## config.mk

```make
export PLATFORM = sky130hd
export DESIGN_NAME = uts_tx_sync_timer
export DESIGN_NICKNAME = d
export VERILOG_FILES = /design/src/core/uts_pkg.sv /design/src/core/uts_tx_sync_timer.sv /design/src/core/uts_timer_div.sv
export SDC_FILE = /design/constraint.sdc
export NUM_CORES = 1
export LEC_CHECK = 0
export BUFFER_PORTS_ARGS = -buffer_cell sky130_fd_sc_hd__buf_4
export CAP_MARGIN = 20
export CORE_ASPECT_RATIO = 0.7
export CORE_MARGIN = 1.5
export CORE_UTILIZATION = 34
export DETAILED_ROUTE_END_ITERATION = 10
export GPL_ROUTABILITY_DRIVEN = 0
export SLEW_MARGIN = 20
export SYNTH_ARGS = -nofsm -noshare
export SYNTH_HDL_FRONTEND = slang
export SYNTH_SLANG_ARGS = --single-unit
```

## constraint.sdc

```tcl
create_clock -name clock -period 10.3 [get_ports clock]
set_input_delay 1.545 -clock clock [delete_from_list [all_inputs] [get_ports clock]]
set_output_delay 1.545 -clock clock [all_outputs]
set_load 0.01 [all_outputs]
```

## src/core/uts_pkg.sv

```systemverilog
// Package: register map, field positions, reset values and commands of the tx sync timer
package uts_pkg;

    // =========================================================
    // Register offsets
    localparam logic [7:0] TX_SYNC_CONTROL_ADDR   = 8'h20;
    localparam logic [7:0] SYNC_DELAY_LOW_ADDR    = 8'h21;
    localparam logic [7:0] SYNC_DELAY_HIGH_ADDR   = 8'h22;
    localparam logic [7:0] TIMER_DIV_LOW_ADDR     = 8'h23;
    localparam logic [7:0] TIMER_DIV_HIGH_ADDR    = 8'h24;
    localparam logic [7:0] SILICON_REVISION_ADDR  = 8'h25;
    localparam logic [7:0] GLOBAL_COMMAND_ADDR    = 8'h1f;

    // =========================================================
    // Field positions
    localparam int SYSCLK_GPIO_ROUTE_BIT  = 7;
    localparam int AUTO_TX_DISABLE_BIT    = 6;
    localparam int TRIGGER_DELAY_BIT      = 5;
    localparam int SYNC_ENABLE_BIT        = 4;
    localparam int TIMER_GPIO_ROUTE_BIT   = 7;

    // =========================================================
    // Reset values and commands
    localparam logic [7:0] REG_RESET_VALUE   = 8'h00;
    localparam logic [3:0] TRIGGER_CMD_BASE  = 4'he;
    localparam logic [9:0] TIMER_PRESCALE    = 10'h1ff;
    localparam logic [15:0] DELAY_ZERO       = 16'h0000;
    localparam logic [14:0] TIMER_ZERO       = 15'h0000;

    // =========================================================
    // Types
    typedef struct packed {
        logic       write;
        logic       read;
        logic [7:0] addr;
        logic [7:0] wdata;
    } uts_reg_req_t;

    typedef struct packed {
        logic sysclkGpioRoute;
        logic autoTxDisable;
        logic triggerDelayEnable;
        logic syncEnable;
        logic [3:0] triggerSelect;
    } uts_sync_ctrl_t;

    typedef enum logic [1:0] {
        UTS_IDLE    = 2'b00,
        UTS_ARMED   = 2'b01,
        UTS_DELAY   = 2'b10,
        UTS_RUNNING = 2'b11
    } uts_state_t;

endpackage : uts_pkg

```

## src/core/uts_tx_sync_timer.sv

```systemverilog
// Transmit synchronisation and timer clock logic of one uart channel
// What this block does
// - Four-bit select picks command 0xE0 plus n
// - Global command bytes reach every uart; decode E0-EF
// - Transmission start is start bit falling edge
// - Sync enabled: start on trigger, only with data
// - Setting sync enable forces transmitter disable high
// - Sync disabled: no trigger starts transmission
// - Auto-disable after FIFO drains; new data waits
// - Trigger delay bit adds programmed delay first
// - Delay is 16 bits of bit intervals
// - Clock replica routed to this uart's GPIO
// - Timer divisor is 15 bits over two registers
// - Timer frequency is clock over 1024 times divisor
// - Timer fed by fractional generator output clock
// - Zero divisor stops the timer clock
// - Timer clock drives GPIO at 50% duty
`timescale 1ns/1ns
module uts_tx_sync_timer #(
    parameter logic [7:0] REVISION_ID = 8'h5a  // Arbitrary value
) (
    input  wire logic                  clock,
    input  wire logic                  rst,
    input  wire uts_pkg::uts_reg_req_t regReq,
    input  wire logic                  baudTick,
    input  wire logic                  bitTick,
    input  wire logic                  txFifoEmpty,
    input  wire logic                  txLineIn,
    input  wire logic                  sysClkReplica,
    output logic [7:0]                 regRdata,
    output logic                       txDisableForce,
    output logic                       txDisableRelease,
    output logic                       txRun,
    output logic                       syncStarted,
    output logic                       sysClkGpio,
    output logic                       sysClkGpioEn,
    output logic                       timerGpio,
    output logic                       timerGpioEn,
    output logic [1:0]                 syncState
);
    import uts_pkg::*;

    // =========================================================
    // Registers
    uts_sync_ctrl_t ctrl_q;
    logic [7:0]     delayLow_q;
    logic [7:0]     delayHigh_q;
    logic [7:0]     timerLow_q;
    logic [7:0]     timerHigh_q;
    uts_state_t     state_q;
    logic [15:0]    delayCnt_q;
    logic [1:0]     txSync_q;
    logic           txPrev_q;
    logic [1:0]     clkSync_q;
    logic           timerClk;
    logic [15:0]    syncDelay;
    logic [14:0]    timerDivisor;
    logic           triggerHit;
    logic           txFall;

    function automatic logic regWrite(input uts_reg_req_t r, input logic [7:0] a);
        regWrite = r.write && (r.addr == a);
    endfunction

    assign syncDelay    = {delayHigh_q, delayLow_q};
    assign timerDivisor = {timerHigh_q[6:0], timerLow_q};

    // Every uart watches the same global byte; match upper nibble and select
    assign triggerHit = regWrite(regReq, GLOBAL_COMMAND_ADDR)
                     && (regReq.wdata[7:4] == TRIGGER_CMD_BASE)
                     && (regReq.wdata[3:0] == ctrl_q.triggerSelect)
                     && ctrl_q.syncEnable;

    // =========================================================
    // Register writes
    always_ff @(posedge clock or posedge rst) begin
        if (rst) begin
            ctrl_q      <= REG_RESET_VALUE;
            delayLow_q  <= REG_RESET_VALUE;
            delayHigh_q <= REG_RESET_VALUE;
            timerLow_q  <= REG_RESET_VALUE;
            timerHigh_q <= REG_RESET_VALUE;
        end else begin
            if (regWrite(regReq, TX_SYNC_CONTROL_ADDR)) begin
                ctrl_q <= regReq.wdata;
            end
            if (regWrite(regReq, SYNC_DELAY_LOW_ADDR)) begin
                delayLow_q <= regReq.wdata;
            end
            if (regWrite(regReq, SYNC_DELAY_HIGH_ADDR)) begin
                delayHigh_q <= regReq.wdata;
            end
            if (regWrite(regReq, TIMER_DIV_LOW_ADDR)) begin
                timerLow_q <= regReq.wdata;
            end
            if (regWrite(regReq, TIMER_DIV_HIGH_ADDR)) begin
                timerHigh_q <= regReq.wdata;
            end
        end
    end

    // =========================================================
    // Read data, registered; unmapped offsets read zero
    always_ff @(posedge clock or posedge rst) begin
        if (rst) begin
            regRdata <= 8'h00;
        end else if (regReq.read) begin
            case (regReq.addr)
                TX_SYNC_CONTROL_ADDR:  regRdata <= ctrl_q;
                SYNC_DELAY_LOW_ADDR:   regRdata <= delayLow_q;
                SYNC_DELAY_HIGH_ADDR:  regRdata <= delayHigh_q;
                TIMER_DIV_LOW_ADDR:    regRdata <= timerLow_q;
                TIMER_DIV_HIGH_ADDR:   regRdata <= timerHigh_q;
                SILICON_REVISION_ADDR: regRdata <= REVISION_ID;
                default:               regRdata <= 8'h00;
            endcase
        end
    end

    // =========================================================
    // Transmit line watch; tx pin comes from pad, so two flops first
    always_ff @(posedge clock or posedge rst) begin
        if (rst) begin
            txSync_q <= 2'b11;
            txPrev_q <= 1'b1;
        end else begin
            txSync_q <= {txSync_q[0], txLineIn};
            txPrev_q <= txSync_q[1];
        end
    end
    assign txFall = txPrev_q && !txSync_q[1];

    // =========================================================
    // Sync state machine
    always_ff @(posedge clock or posedge rst) begin
        if (rst) begin
            state_q    <= UTS_IDLE;
            delayCnt_q <= DELAY_ZERO;
        end else if (!ctrl_q.syncEnable) begin
            state_q    <= UTS_IDLE;
            delayCnt_q <= DELAY_ZERO;
        end else begin
            case (state_q)
                UTS_IDLE: begin
                    if (triggerHit && ctrl_q.triggerDelayEnable
                        && syncDelay != DELAY_ZERO) begin
                        state_q    <= UTS_DELAY;
                        delayCnt_q <= syncDelay;
                    end else if (triggerHit) begin
                        state_q <= UTS_ARMED;
                    end
                end
                UTS_DELAY: begin
                    // Counts in bit intervals from the baud generator
                    if (bitTick) begin
                        if (delayCnt_q == 16'h0001) begin
                            state_q <= UTS_ARMED;
                        end
                        delayCnt_q <= delayCnt_q - 16'h0001;
                    end
                end
                UTS_ARMED: begin
                    // Arming held until data is queued
                    if (!txFifoEmpty) begin
                        state_q <= UTS_RUNNING;
                    end
                end
                UTS_RUNNING: begin
                    if (ctrl_q.autoTxDisable && txFifoEmpty && txSync_q[1]) begin
                        state_q <= UTS_IDLE;
                    end
                end
                default: state_q <= UTS_IDLE;
            endcase
        end
    end

    // =========================================================
    // Transmitter disable control towards the mode register
    always_ff @(posedge clock or posedge rst) begin
        if (rst) begin
            txDisableForce   <= 1'b0;
            txDisableRelease <= 1'b0;
            txRun            <= 1'b0;
        end else begin
            txDisableForce <= (regWrite(regReq, TX_SYNC_CONTROL_ADDR)
                               && regReq.wdata[SYNC_ENABLE_BIT])
                           || (state_q == UTS_RUNNING && ctrl_q.autoTxDisable
                               && txFifoEmpty && txSync_q[1]);
            txDisableRelease <= (state_q == UTS_ARMED) && !txFifoEmpty;
            txRun            <= (state_q == UTS_RUNNING);
        end
    end

    // =========================================================
    // Start-of-transmission marker
    always_ff @(posedge clock or posedge rst) begin
        if (rst) begin
            syncStarted <= 1'b0;
            syncState   <= 2'b00;
        end else begin
            syncStarted <= txFall && (state_q == UTS_RUNNING);
            syncState   <= state_q;
        end
    end

    // =========================================================
    // Clock replica routing; replica is foreign so it is synchronised
    always_ff @(posedge clock or posedge rst) begin
        if (rst) begin
            clkSync_q    <= 2'b00;
            sysClkGpio   <= 1'b0;
            sysClkGpioEn <= 1'b0;
        end else begin
            clkSync_q    <= {clkSync_q[0], sysClkReplica};
            sysClkGpio   <= clkSync_q[1];
            sysClkGpioEn <= ctrl_q.sysclkGpioRoute;
        end
    end

    // =========================================================
    // Timer clock, paced by the fractional generator tick
    uts_timer_div u_timer (
        .clock    (clock),
        .rst      (rst),
        .baudTick (baudTick),
        .divisor  (timerDivisor),
        .timerClk (timerClk)
    );

    always_ff @(posedge clock or posedge rst) begin
        if (rst) begin
            timerGpio   <= 1'b0;
            timerGpioEn <= 1'b0;
        end else begin
            timerGpio   <= timerClk;
            timerGpioEn <= timerHigh_q[TIMER_GPIO_ROUTE_BIT];
        end
    end

endmodule // uts_tx_sync_timer

```

## src/core/uts_timer_div.sv

```systemverilog
// Low-frequency timer clock divider with 50% duty output
`timescale 1ns/1ns
module uts_timer_div (
    input  wire logic        clock,
    input  wire logic        rst,
    input  wire logic        baudTick,
    input  wire logic [14:0] divisor,
    output logic             timerClk
);
    import uts_pkg::*;

    logic [9:0]  preCnt_q;
    logic [14:0] divCnt_q;

    // =========================================================
    // Half period is 512 x divisor uart clocks, so a full period is 1024 x divisor
    always_ff @(posedge clock or posedge rst) begin
        if (rst) begin
            preCnt_q <= 10'h000;
            divCnt_q <= 15'h0000;
            timerClk <= 1'b0;
        end else if (divisor == TIMER_ZERO) begin
            preCnt_q <= 10'h000;
            divCnt_q <= 15'h0000;
            timerClk <= 1'b0;
        end else if (baudTick) begin
            if (preCnt_q == TIMER_PRESCALE) begin
                preCnt_q <= 10'h000;
                if (divCnt_q >= divisor - 15'h0001) begin
                    divCnt_q <= 15'h0000;
                    timerClk <= ~timerClk;
                end else begin
                    divCnt_q <= divCnt_q + 15'h0001;
                end
            end else begin
                preCnt_q <= preCnt_q + 10'h001;
            end
        end
    end
endmodule // uts_timer_div

```

==> impl_metrics.py <==
metrics = {
    "clock_network": {
        "cts-root-buf": "clkbuf_16",
        "clock_latency_ns": 0.36,
        "h-tree-depth": 3,
        "tritoncts": "done",
        "cts_buffer_depth": 2,
        "postCtsSetupRepairBufs": 0,
        "cts_resized": 0,
        "hold_buffers": 0,
        "clkSinkCount": 107,
        "numCtsBuffers": 9,
        "clk_pin_slew_ns": 0.07,
    },
    "synth": {
        "synth_ff_type": "dfrtp_1",
        "synth_seq_area_share_pct": 44.73,
        "syn-num-nets": 621,
        "synth_cell_types": 70,
        "syn_area_per_cell_um2": 10.50,
        "syn-cell-area_um2": 5994,
        "synth_edf_count": 0,
        "ys_top_cells_by_count": "dfrtp_1 (104), nand2_1 (44), mux2_2 (43)",
        "synth_top_area_share_pct": 43.41,
        "synth.yosys.warnings": 0,
        "syn_inst": 571,
        "synth_seq_cells": 107,
        "yosysMostFrequentCell": "dfrtp_1",
        "synthArstFlopShare_pct": 100.0,
        "synth_area_leaders": "dfrtp_1 (43%), mux2_2 (8.1%), ha_1 (5.2%)",
        "synth_area_leader_cell": "dfrtp_1",
    },
    "detailed_routing": {
        "routed_wl_um": 14580,
        "drtAntennaViolNets": 0,
        "drt-initial-drc-count": 336,
        "drt-vias-per-instance": 5.459,
        "drc": 0,
        "drt-pass1-iter-count": 6,
        "routed-via-count": 4613,
        "routedWlPerCell_um": 17.25,
    },
    "floorplan": {
        "initial_core_util_pct": 34.82,
        "num_rows": 40,
        "fp.dieArea_um2": 18450,
        "core_area_um2": 17220,
        "fp.dieW_um": 161.7,
        "die_y_um": 114.1,
        "io_pins": 43,
    },
    "sta": {
        "report.final.slew_viol_count": 0,
        "tightest_slew_ns": 0.9442,
        "setup_tns_ns": 0,
        "min_period_ns": 3.972,
        "setup_viol": 0,
        "fmax_ghz": 0.2518,
        "rsz0062_at_grt": "no",
        "skew_ns": 0.007304,
        "period_share_pct": 38.56,
        "finalHoldViolCount": 0,
        "slew_headroom_pct": 36.93,
    },
    "power_and_ir_drop": {
        "p_leak_nw": 3.003,
        "cellPowerDensity_nw_per_um2": 134.1,
        "netSwitchingPower_mw": 0.2497,
        "switching_share_pct": 27.35,
        "pwr-share-seq_pct": 48.9,
        "ir_drop_mv": 0.07646,
        "p_int_mw": 0.6631,
        "pwr-share-comb_pct": 14.6,
        "power_mw": 0.9128,
        "clkPwrFrac_pct": 36.5,
    },
    "worst_setup_path": {
        "rrSetupSlack_ns": 6.33,
        "path_cells": "inv_1 -> ha_1 -> nor2b_1 -> nand2_1 -> or3_1 -> xor2_1 -> ha_1 -> o21a_1 -> o21ai_0 -> a21oi_1 -> a311oi_1 -> o21bai_1 -> nor2_1",
        "critPathMaxStageDelay_ns": 0.72,
        "end_kind": "flop",
        "crit_family": "compound AO/OA/AOI/OAI gates",
        "path_max_fanout": 13,
        "crit_type": "reg2reg",
        "worstPathArrival_ns": 4.25,
        "cp_num_buf_inv": 1,
        "cpMaxStageDelayCell": "a311oi_1",
        "startpoint_type": "flop",
        "required_ns": 10.58,
        "crit_top_cell": "ha_1",
    },
    "grt": {
        "grt_pass1_vias": 4418,
        "grt_use_total_pct": 16.86,
        "grt-ovfl-total": 0,
        "grt_start_max_net_pins": 79,
        "grt_pass1_wl_um": 24140,
        "antenna_found_initial": 0,
    },
    "final_layout": {
        "drive_above_1_share_pct": 20.85,
        "fillCellCount": 1713,
        "insertedDiodeCount": 0,
        "area_delta_synth_final_pct": 13.53,
        "final_nets": 659,
    },
    "run": {
        "max_cap_violations": 0,
    },
    "placed_design": {
        "place_hpwl_um": 10850,
        "port_buffers": 42,
    },
    "min_path": {
        "min_path_type": "reg2reg",
    },
    "status": {
        "outcome": "complete, no violations",
    },
}
flip-flops by register name (all words and copies together), names as in the netlist:
signal	count
u_timer.timerClk	1
syncStarted	1
timerGpioEn	1
u_timer.preCnt_q	10
txPrev_q	1
clkSync_q	2
timerHigh_q	8
txRun	1
txDisableForce	1
delayCnt_q	16
state_q	2
regRdata	8
txSync_q	2
delayLow_q	8
sysClkGpioEn	1
ctrl_q	8
timerLow_q	8
delayHigh_q	8
syncState	2
timerGpio	1
sysClkGpio	1
u_timer.divCnt_q	15
txDisableRelease	1
cells by family after synthesis:
group	Yosys count	synth area share, %
and+or+nand+nor	194	17.53
DFF	107	44.73
adders and majority gates	25	5.218
buffers and inverters	49	3.673
xor gates and xnor gates	35	5.114
AOI/OAI and AO/OA	101	11.56
muxes	60	12.17
cells in the final DEF (no fill, tap or decap), types with 4 or more instances in the layout:
master       n
dfrtp_1    104
nand2_1     44
buf_4       44
mux2_2      43
nor2_1      40
inv_1       29
ha_1        25
o21ai_0     20
xor2_1      20
nor3_1      17
a21oi_1     17
nand3_1     16
xnor2_1     15
nand4_1     14
o22ai_1     14
nor4_1      11
mux2i_1     11
nor2b_1     11
clkbuf_16    9
a31oi_1      8
nand2b_1     6
mux4_2       6
and2_1       5
o21ai_1      5
a22oi_1      5
o211ai_1     4
and3_1       4
power groups by stage:
stage	Combinational [mW]	Sequential, mW	Clock [mW]
after floorplan	0.0986	0.449	0
after global placement	0.131	0.454	0
after detailed placement	0.135	0.454	0
after CTS	0.135	0.446	0.343
after global routing	0.150	0.448	0.362
final	0.134	0.446	0.333
through the flow:
| stage | worst slack [ns] | area [µm²] | utilization [%] | hold WS (ns) | instances |
|---|---|---|---|---|---|
| after detailed placement | 6.306 | 6520 | 37.87 | 0.3380 | 829 |
| after global placement | 6.452 | 6520 | 37.87 | 0.3390 | 829 |
| final | 6.328 | 6805 | 39.53 | 0.3601 | 845 |
| after CTS | 6.292 | 6802 | 39.51 | 0.3624 | 845 |
| after global routing | 5.937 | 6805 | 39.53 | 0.3629 | 845 |
| after floorplan | 5.943 | 5995 | - | 0.3312 | 571 |
layout make-up:
class / count / area (µm²) / area share (%)
sequential: 107 / 2681 / 39.40
multi-input combinational: 415 / 3093 / 45.45
clock buffer: 13 / 260.3 / 3.824
tap: 231 / 289.0 / 4.247
timing repair buffer: 45 / 341.6 / 5.019
inverter: 31 / 118.9 / 1.747
clock inverter: 3 / 21.27 / 0.3126
final timing paths:
kind	from	cells after the start	to
worst max register to register	timerLow_q[0]$_DFFE_PP0P_	13	u_timer.divCnt_q[2]$_DFFE_PP0P_
worst min register to register	clkSync_q[0]$_DFF_PP0_	0	clkSync_q[1]$_DFF_PP0_
min in group asynchronous	rst	2	sysClkGpio$_DFF_PP0_
worst min-delay path	clkSync_q[0]$_DFF_PP0_	0	clkSync_q[1]$_DFF_PP0_
max in group asynchronous	rst	3	delayCnt_q[3]$_DFFE_PP0P_
worst max-delay path	timerLow_q[0]$_DFFE_PP0P_	13	u_timer.divCnt_q[2]$_DFFE_PP0P_
routing by layer:
layer | vias up | GRT usage [%] | wire length [µm]
li1 | 2163 | - | -
met1 | 2286 | 26.13 | 7531
met2 | 148 | 22.89 | 5818
met3 | 16 | 3.948 | 989
met4 | 0 | 5.076 | 235
met5 | - | 0 | 0
Power figures use the tool's default switching activity.
